==> config.mk <==
export PLATFORM = sky130hd
export DESIGN_NAME = rsr_status_bank
export DESIGN_NICKNAME = d
export VERILOG_FILES = /design/src/verilog/rsr_pkg.sv /design/src/verilog/rsr_reg_mem.sv /design/src/verilog/rsr_status_bank.sv
export SDC_FILE = /design/constraint.sdc
export NUM_CORES = 1
export LEC_CHECK = 0
export ABC_AREA = 1
export BUFFER_PORTS_ARGS = -buffer_cell sky130_fd_sc_hd__buf_2
export CAP_MARGIN = 20
export CORE_MARGIN = 2
export CORE_UTILIZATION = 53
export DETAILED_ROUTE_END_ITERATION = 8
export PLACE_DENSITY = 0.79
export SLEW_MARGIN = 10
export SYNTH_ARGS = -nofsm -noshare
export SYNTH_HDL_FRONTEND = slang
export SYNTH_HIERARCHICAL = 1
export SYNTH_SLANG_ARGS = --single-unit
==> constraint.sdc <==
create_clock -name clk -period 1.4 [get_ports clk]
set_input_delay 0.07 -clock clk [delete_from_list [all_inputs] [get_ports clk]]
set_output_delay 0.07 -clock clk [all_outputs]
set_load 0.05 [all_outputs]
==> src/verilog/rsr_pkg.sv <==
// Package: offsets, field positions and types for the radio status bank
package rsr_pkg;
  localparam logic [5:0] RSR_ADDR_PKT_STATUS = 6'h38;
  localparam logic [5:0] RSR_ADDR_TUNING     = 6'h39;
  localparam logic [5:0] RSR_ADDR_TX_LEVEL   = 6'h3a;
  localparam logic [5:0] RSR_ADDR_RX_LEVEL   = 6'h3b;
  localparam logic [5:0] RSR_ADDR_CAL_HIGH   = 6'h3c;
  localparam logic [5:0] RSR_ADDR_CAL_LOW    = 6'h3d;
  localparam int RSR_BIT_CHECKSUM_OK  = 7;
  localparam int RSR_BIT_CARRIER      = 6;
  localparam int RSR_BIT_PREAMBLE     = 5;
  localparam int RSR_BIT_CLEAR        = 4;
  localparam int RSR_BIT_SYNC         = 3;
  localparam int RSR_BIT_PIN_TWO      = 2;
  localparam int RSR_BIT_PIN_ZERO     = 0;
  localparam int RSR_BIT_FLAG         = 7;
  localparam logic [7:0] RSR_RESET_BYTE    = 8'h00;
  localparam logic [7:0] RSR_LOCK_FUNCTION = 8'h0a;
  localparam int RSR_NUM_REGS = 6;

  // Live events and levels from the radio core
  typedef struct packed {
    logic       checksum_done;
    logic       checksum_match;
    logic       rx_enter;
    logic       sync_event;
    logic       packet_end;
    logic       addr_check_fail;
    logic       rx_overrun_enter;
    logic       tx_underrun_enter;
    logic       receiving;
    logic       carrier_sense;
    logic       preamble_quality_met;
    logic       channel_clear;
    logic       gp_output_two_level;
    logic       gp_output_zero_level;
  } rsr_core_t;

  typedef struct packed {
    logic       tx_queue_underrun;
    logic [6:0] tx_queue_count;
    logic       rx_queue_overrun;
    logic [6:0] rx_queue_count;
    logic [7:0] synth_tuning_value;
    logic       cal_done;
    logic [6:0] slow_osc_cal_high_value;
    logic [6:0] slow_osc_cal_low_value;
  } rsr_fifo_cal_t;

  typedef enum logic [1:0] {RSR_SYNC_IDLE, RSR_SYNC_RX, RSR_SYNC_TX} rsr_sync_state_t;
endpackage

==> src/verilog/rsr_reg_mem.sv <==
// Small register file holding the status bytes, registered read port
module rsr_reg_mem
  import rsr_pkg::*;
#(
  parameter int DEPTH = RSR_NUM_REGS,
  parameter int WIDTH = 8
) (
  input  wire logic                     clk,
  input  wire logic                     sys_rst,
  input  wire logic [DEPTH*WIDTH-1:0]   wr_data,
  input  wire logic [$clog2(DEPTH)-1:0] rd_idx,
  output logic      [WIDTH-1:0]         rd_data
);
  logic [WIDTH-1:0] mem_r [DEPTH];
  logic [WIDTH-1:0] rd_nxt;

  always_comb begin
    rd_nxt = mem_r[rd_idx];
  end

  generate
    for (genvar i = 0; i < DEPTH; i++) begin : g_entry
      always_ff @(posedge clk) begin
        if (sys_rst) begin
          mem_r[i] <= '0;
        end else begin
          mem_r[i] <= wr_data[i*WIDTH +: WIDTH];
        end
      end
    end
  endgenerate

  always_ff @(posedge clk) begin
    if (sys_rst) begin
      rd_data <= '0;
    end else begin
      rd_data <= rd_nxt;
    end
  end
endmodule // rsr_reg_mem

==> src/verilog/rsr_status_bank.sv <==
// Read-only radio status register bank, addresses 0x38 to 0x3d
module rsr_status_bank
  import rsr_pkg::*;
(
  input  wire logic          clk,
  input  wire logic          sys_rst,
  input  wire rsr_core_t     core_in,
  input  wire rsr_fifo_cal_t fifo_cal_in,
  input  wire logic          rd_en,
  input  wire logic [5:0]    rd_addr,
  output logic [7:0]         rd_data,
  output logic               rd_valid,
  output logic               rd_miss
);
  rsr_sync_state_t sync_r, sync_nxt;
  logic            crc_ok_r, crc_ok_nxt;
  logic [6:0]      cal_hi_r, cal_hi_nxt;
  logic [6:0]      cal_lo_r, cal_lo_nxt;
  logic [7:0]      pkt_byte;
  logic [2:0]      rd_idx;
  logic            hit;
  logic            rd_valid_nxt, rd_miss_nxt;
  logic [7:0]      rd_data_nxt;
  logic [7:0]      mem_q;
  logic            miss_r;
  logic [6*8-1:0]  bank_bytes;

  // Checksum flag; clear on receive entry wins over a simultaneous result
  always_comb begin
    crc_ok_nxt = crc_ok_r;
    if (core_in.rx_enter) begin
      crc_ok_nxt = 1'b0;
    end else if (core_in.checksum_done) begin
      crc_ok_nxt = core_in.checksum_match;
    end
  end

  // Sync indication follows the packet, and direction picks the abort cause
  always_comb begin
    sync_nxt = sync_r;
    case (sync_r)
      RSR_SYNC_IDLE: begin
        if (core_in.sync_event) begin
          sync_nxt = core_in.receiving ? RSR_SYNC_RX : RSR_SYNC_TX;
        end
      end
      RSR_SYNC_RX: begin
        if (core_in.packet_end || core_in.addr_check_fail || core_in.rx_overrun_enter) begin
          sync_nxt = RSR_SYNC_IDLE;
        end
      end
      RSR_SYNC_TX: begin
        if (core_in.packet_end || core_in.tx_underrun_enter) begin
          sync_nxt = RSR_SYNC_IDLE;
        end
      end
      default: sync_nxt = RSR_SYNC_IDLE;
    endcase
  end

  // Calibration results held until the next run completes
  always_comb begin
    cal_hi_nxt = cal_hi_r;
    cal_lo_nxt = cal_lo_r;
    if (fifo_cal_in.cal_done) begin
      cal_hi_nxt = fifo_cal_in.slow_osc_cal_high_value;
      cal_lo_nxt = fifo_cal_in.slow_osc_cal_low_value;
    end
  end

  always_ff @(posedge clk) begin
    if (sys_rst) begin
      sync_r   <= RSR_SYNC_IDLE;
      crc_ok_r <= 1'b0;
      cal_hi_r <= 7'h00;
      cal_lo_r <= 7'h00;
    end else begin
      sync_r   <= sync_nxt;
      crc_ok_r <= crc_ok_nxt;
      cal_hi_r <= cal_hi_nxt;
      cal_lo_r <= cal_lo_nxt;
    end
  end

  // Pin levels are tapped before the output inverters, so inversion never shows
  always_comb begin
    pkt_byte = RSR_RESET_BYTE;
    pkt_byte[RSR_BIT_CHECKSUM_OK] = crc_ok_r;
    pkt_byte[RSR_BIT_CARRIER]     = core_in.carrier_sense;
    pkt_byte[RSR_BIT_PREAMBLE]    = core_in.preamble_quality_met;
    pkt_byte[RSR_BIT_CLEAR]       = core_in.channel_clear;
    pkt_byte[RSR_BIT_SYNC]        = (sync_r != RSR_SYNC_IDLE);
    pkt_byte[RSR_BIT_PIN_TWO]     = core_in.gp_output_two_level;
    pkt_byte[RSR_BIT_PIN_ZERO]    = core_in.gp_output_zero_level;
  end

  // Snapshot order by index: entry 0 at 0x38 upward
  always_comb begin
    bank_bytes = {
      {1'b0, cal_lo_r},
      {1'b0, cal_hi_r},
      {fifo_cal_in.rx_queue_overrun, fifo_cal_in.rx_queue_count},
      {fifo_cal_in.tx_queue_underrun, fifo_cal_in.tx_queue_count},
      fifo_cal_in.synth_tuning_value,
      pkt_byte
    };
  end

  // Address decode; one cycle in memory plus one in output stage
  always_comb begin
    hit    = 1'b0;
    rd_idx = 3'd0;
    if (rd_addr == RSR_ADDR_PKT_STATUS) begin
      hit = 1'b1; rd_idx = 3'd0;
    end else if (rd_addr == RSR_ADDR_TUNING) begin
      hit = 1'b1; rd_idx = 3'd1;
    end else if (rd_addr == RSR_ADDR_TX_LEVEL) begin
      hit = 1'b1; rd_idx = 3'd2;
    end else if (rd_addr == RSR_ADDR_RX_LEVEL) begin
      hit = 1'b1; rd_idx = 3'd3;
    end else if (rd_addr == RSR_ADDR_CAL_HIGH) begin
      hit = 1'b1; rd_idx = 3'd4;
    end else if (rd_addr == RSR_ADDR_CAL_LOW) begin
      hit = 1'b1; rd_idx = 3'd5;
    end
  end

  rsr_reg_mem #(
    .DEPTH (RSR_NUM_REGS),
    .WIDTH (8)
  ) u_mem (
    .clk     (clk),
    .sys_rst (sys_rst),
    .wr_data (bank_bytes),
    .rd_idx  (rd_idx),
    .rd_data (mem_q)
  );

  // Memory already adds one cycle; the answer comes two edges after the request
  logic rd_pend_r;
  always_comb begin
    rd_valid_nxt = rd_pend_r;
    rd_miss_nxt  = rd_pend_r & miss_r;
    // Unmapped reads forced to zero so a stale memory word never leaks out
    rd_data_nxt  = miss_r ? 8'h00 : mem_q;
  end

  always_ff @(posedge clk) begin
    if (sys_rst) begin
      rd_pend_r <= 1'b0;
      miss_r    <= 1'b0;
      rd_valid  <= 1'b0;
      rd_miss   <= 1'b0;
      rd_data   <= 8'h00;
    end else begin
      rd_pend_r <= rd_en;
      miss_r    <= ~hit;
      rd_valid  <= rd_valid_nxt;
      rd_miss   <= rd_miss_nxt;
      rd_data   <= rd_data_nxt;
    end
  end

  // Checks; a read answers with the bank as captured one edge before its request edge
  a_crc_clear_rx: assert property (@(posedge clk) disable iff (sys_rst)
    core_in.rx_enter |=> !crc_ok_r) else $error("checksum flag not cleared");
  a_crc_latch: assert property (@(posedge clk) disable iff (sys_rst)
    (core_in.checksum_done && !core_in.rx_enter) |=>
    crc_ok_r == $past(core_in.checksum_match)) else $error("checksum result not latched");
  a_sync_rise: assert property (@(posedge clk) disable iff (sys_rst)
    (sync_r == RSR_SYNC_IDLE && core_in.sync_event) |=> sync_r != RSR_SYNC_IDLE)
    else $error("sync not raised");
  a_sync_end_pkt: assert property (@(posedge clk) disable iff (sys_rst)
    core_in.packet_end |=> sync_r == RSR_SYNC_IDLE) else $error("sync not dropped");
  a_sync_rx_abort: assert property (@(posedge clk) disable iff (sys_rst)
    (sync_r == RSR_SYNC_RX && (core_in.addr_check_fail || core_in.rx_overrun_enter))
    |=> sync_r == RSR_SYNC_IDLE) else $error("rx abort ignored");
  a_sync_tx_abort: assert property (@(posedge clk) disable iff (sys_rst)
    (sync_r == RSR_SYNC_TX && core_in.tx_underrun_enter) |=> sync_r == RSR_SYNC_IDLE)
    else $error("tx abort ignored");
  a_pin_two_read: assert property (@(posedge clk) disable iff (sys_rst)
    (rd_en && rd_addr == RSR_ADDR_PKT_STATUS) |=> ##1
    rd_valid && rd_data[RSR_BIT_PIN_TWO] == $past(core_in.gp_output_two_level, 3))
    else $error("pin two read wrong");
  a_pin_zero_read: assert property (@(posedge clk) disable iff (sys_rst)
    (rd_en && rd_addr == RSR_ADDR_PKT_STATUS) |=> ##1
    rd_data[RSR_BIT_PIN_ZERO] == $past(core_in.gp_output_zero_level, 3) && !rd_data[1])
    else $error("pin zero read wrong");
  a_channel_state_read: assert property (@(posedge clk) disable iff (sys_rst)
    (rd_en && rd_addr == RSR_ADDR_PKT_STATUS) |=> ##1
    rd_data[RSR_BIT_CARRIER:RSR_BIT_CLEAR] == $past({core_in.carrier_sense,
    core_in.preamble_quality_met, core_in.channel_clear}, 3))
    else $error("channel state read wrong");
  a_tx_level_read: assert property (@(posedge clk) disable iff (sys_rst)
    (rd_en && rd_addr == RSR_ADDR_TX_LEVEL) |=> ##1
    rd_data == $past({fifo_cal_in.tx_queue_underrun, fifo_cal_in.tx_queue_count}, 3))
    else $error("tx level wrong");
  a_rx_level_read: assert property (@(posedge clk) disable iff (sys_rst)
    (rd_en && rd_addr == RSR_ADDR_RX_LEVEL) |=> ##1
    rd_data == $past({fifo_cal_in.rx_queue_overrun, fifo_cal_in.rx_queue_count}, 3))
    else $error("rx level wrong");
  a_cal_hold: assert property (@(posedge clk) disable iff (sys_rst)
    fifo_cal_in.cal_done |=> cal_hi_r == $past(fifo_cal_in.slow_osc_cal_high_value) &&
    cal_lo_r == $past(fifo_cal_in.slow_osc_cal_low_value))
    else $error("cal result not held");
  a_cal_high_read: assert property (@(posedge clk) disable iff (sys_rst)
    (rd_en && rd_addr == RSR_ADDR_CAL_HIGH) |=> ##1
    rd_data == {1'b0, $past(cal_hi_r, 3)}) else $error("cal high read wrong");
  a_tuning_read: assert property (@(posedge clk) disable iff (sys_rst)
    (rd_en && rd_addr == RSR_ADDR_TUNING) |=> ##1
    rd_data == $past(fifo_cal_in.synth_tuning_value, 3)) else $error("tuning wrong");

  c_rx_packet: cover property (@(posedge clk) sync_r == RSR_SYNC_RX ##[1:20] sync_r == RSR_SYNC_IDLE);
  c_tx_abort: cover property (@(posedge clk) sync_r == RSR_SYNC_TX && core_in.tx_underrun_enter);
  c_miss: cover property (@(posedge clk) rd_miss);
  c_crc_ok: cover property (@(posedge clk) crc_ok_r);
endmodule // rsr_status_bank
==> qor.txt <==
========================================================================================
Result of the run                                                              completed
WS Path Type                                                                      in2reg
Number of search-and-repair iterations in the first detailed-routing pass              4
Die outline area                                                              6570 sq um
Highest-count cells in the layout ignoring fill and taps                    sky130_fd_sc_hd__nor2_1, sky130_fd_sc_hd__inv_1, sky130_fd_sc_hd__dfxtp_1, sky130_fd_sc_hd__buf_2, sky130_fd_sc_hd__nand2_1
Detailed-placement wirelength estimate                                           4.06 mm
Worst Max-Slew Pin Slew                                                         0.580 ns
Met1 routed wirelength after detailed routing                                    2.85 mm
Pleak                                                                            2.15 nW
Met2 wirelength from detailed routing                                            3.38 mm
DRC                                                                                    0
Min cycle time layout                                                            1.05 ns
Final Net Count                                                                      611
Initial DRC count                                                                    173
Number of clock sinks seen by CTS                                                     85
Clock-pin slew of the registers on the worst-case setup and hold paths           0.08 ns
Io pins                                                                               72
Vias in the first global route                                                      2829
Number of maximum-capacitance constraint violations                                    0
Aggregate global routing overflow                                                      0
Effective utilization at floorplan                                                 54.2%
DIE WIDTH                                                                   81.1 microns
Number of vias in the routed layout                                                 2808
Initial antenna violation count                                                        0
Via-per-instance ratio                                                              4.47
Root buffer selected by CTS                                                 sky130_fd_sc_hd__clkbuf_8
Highest achievable clock rate                                                    956 MHz
Count of standard-cell rows                                                           28
Highest routing layer actually used                                                 met4
Antenna cell count                                                                     0
Power per cell area                                                         1170 nW/um^2
Reg2Reg Capture Point                                                          sync_r[0]
Synth Instances                                                                      433
TritonCTS clock tree                                                               built
Worst path required time                                                         1.68 ns
Maximum buffer depth of the clock tree                                                 2
Post-Route Setup TNS                                                                0 ns
Peak supply drop                                                                  750 uV
Mean Syn Cell Area                                                            7.27 sq um
Worst hold endpoint                                                             crc_ok_r
Global-route usage over all layers                                                 22.9%
Number of distinct library cells after synthesis                                      22
Register area share after synthesis                                                54.0%
Number of CTS-inserted buffers                                                         9
Min setup slack post-route                                                      0.354 ns
Number of input and output port buffers inserted                                      71
Clock network latency to the later pin of the worst-skew pair                    0.35 ns
Number of endpoints with negative hold slack in the final report                       0
First-pass GRT wire length                                                       11.5 mm
Global placement routability congestion                                            0.873
Reg-to-reg startpoint                                                          sync_r[1]
Critical path capture point type                                                    flop
Area added between synthesis and finish                                            32.9%
Yosys warns                                                                            6
Final max-slew violation count                                                         0
WHS Path Cells                                                                         3
Max transition margin                                                              61.4%
Depth of the worst register-to-register path                                           4
FF-to-FF setup slack                                                             0.40 ns
Die Span Y                                                                  81.1 microns
Startpoint type of the worst setup path                                        input pin
Most frequent standard cell in the layout excluding fill and tap cells      sky130_fd_sc_hd__nor2_1
Clock H-tree levels                                                                    3
Area of the core                                                              5820 sq um
Routed wire length                                                               6.74 mm
Pre-CTS WS                                                                     0.0121 ns
Share of the clock period used by the worst path after layout                      74.7%
Flop and latch count out of synthesis                                                 85
Hold path startpoint                                                         core_in[12]
RSZ-0062 raised after global routing                                               false
Pin count of the biggest net entering global routing                                  62
HP Class                                                                          in2reg
Fraction of layout cells with a size suffix above 1                                17.4%
Final number of setup-violating endpoints                                              0
Fin Clk Skew                                                                  0.00889 ns
Crit path max fanout                                                                  16
Final routed wire length divided by cell count                              10.7 microns
Routed Antenna Nets                                                                    0
Worst path arrival time                                                          1.33 ns
Met3 wire len                                                                358 microns
Mapped Area                                                                   3150 sq um
========================================================================================
-- through the flow --
step | area, sq um | power [mW] | hold WS, ns | std cells | util (%)
after floorplan | 3160 | 2.97 | 0.141 | 435 | -
after global placement | 3540 | 3.11 | 0.237 | 568 | 60.8
after detailed placement | 3540 | 3.13 | 0.244 | 568 | 60.8
after CTS | 4190 | 4.90 | 0.0346 | 628 | 72.0
after global routing | 4190 | 5.11 | 0.0370 | 628 | 72.0
final | 4190 | 4.90 | 0.0327 | 628 | 72.0
-- state kept, by name, summed over array words and instances, names as in the netlist, 2 cells and up --
| register | count |
|---|---|
| sync_r | 2 |
| cal_lo_r | 7 |
| rd_data | 8 |
| cal_hi_r | 7 |
| u_mem/mem_r | 48 |
| u_mem/rd_data | 8 |
-- synthesized netlist by cell type --
library cell               number  area, sq um
sky130_fd_sc_hd__nor2_1       109          409
sky130_fd_sc_hd__inv_1        104          390
sky130_fd_sc_hd__dfxtp_1       85         1700
sky130_fd_sc_hd__nand2_1       57          214
sky130_fd_sc_hd__o21ai_0       21          105
sky130_fd_sc_hd__nand3_1       18         90.1
sky130_fd_sc_hd__a21oi_1        8         40.0
sky130_fd_sc_hd__buf_2          8         40.0
sky130_fd_sc_hd__buf_6          4         45.0
sky130_fd_sc_hd__nor3_1         4         20.0
sky130_fd_sc_hd__a21oi_2        2         17.5
sky130_fd_sc_hd__buf_4          2         15.0
sky130_fd_sc_hd__o21ai_1        2         10.0
sky130_fd_sc_hd__clkbuf_1       1         3.75
sky130_fd_sc_hd__clkbuf_2       1         5.00
sky130_fd_sc_hd__conb_1         1         3.75
sky130_fd_sc_hd__inv_2          1         3.75
sky130_fd_sc_hd__inv_4          1         6.26
sky130_fd_sc_hd__mux2i_1        1         10.0
sky130_fd_sc_hd__nand2_2        1         6.26
sky130_fd_sc_hd__nor2_2         1         6.26
sky130_fd_sc_hd__or2_0          1         6.26
-- worst max-delay path by stage --
stage	end	from
finish	u_mem/rd_data[2]	rd_addr[4]
global route	u_mem/rd_data[2]	rd_addr[4]
CTS	u_mem/rd_data[2]	rd_addr[4]
detailed placement	u_mem/rd_data[2]	rd_addr[4]
global placement	u_mem/rd_data[2]	rd_addr[4]
floorplan	u_mem/rd_data[0]	rd_addr[4]
-- worst max-delay path: stages --
cell and delay [ns]:
sky130_fd_sc_hd__buf_2 0.07, sky130_fd_sc_hd__nand2_1 0.04, sky130_fd_sc_hd__nor2_1 0.13, sky130_fd_sc_hd__o21ai_0 0.14, sky130_fd_sc_hd__nor2_1 0.19, sky130_fd_sc_hd__buf_4 0.25, sky130_fd_sc_hd__nor2_1 0.07, sky130_fd_sc_hd__nor2_1 0.07
sky130_fd_sc_hd__o21ai_0 0.12, sky130_fd_sc_hd__a21oi_1 0.17
-- layer usage --
layer | global-route usage, % | vias up
li1 | - | 1466
met3 | 6.67 | 17
met1 | 23.9 | 1234
met2 | 42.5 | 91
met5 | 0 | -
met4 | 9.32 | 0
-- report_power, final --
| part | internal, mW | switching, mW | leakage (nW) |
|---|---|---|---|
| logic | 0.269 | 0.302 | 1.35 |
| clock network | 0.905 | 0.810 | 0.101 |
| registers | 2.56 | 0.0528 | 0.703 |
| total | 3.73 | 1.17 | 2.15 |
-- layout make-up --
| type | count | area, sq um |
|---|---|---|
| flip-flops and latches | 85 | 1700 |
| clock inverters | 4 | 47.5 |
| multi-input cells | 228 | 951 |
| fillers | 453 | 1630 |
| clock buffers | 11 | 151 |
| repair buffers | 119 | 841 |
| inverters | 106 | 400 |
| well taps | 75 | 93.8 |
-- what timing repair did --
item                      in CTS  in global routing
resized for setup              0                  0
setup buffers                  0                  0
hold buffers                  45                  0
hold endpoints to repair      45                  0
-- logic make-up (layout without fill, tap and decap cells) --
kind of cell	Yosys count	in the layout	synth area share, %
mux	1	1	0.318
buf+inv	122	240	16.2
other cells	1	3	0.119
compound gates	33	33	5.48
flops	85	85	54.0
simple gates	191	191	23.9
Note: power is estimated with default switching activity, not from simulation.
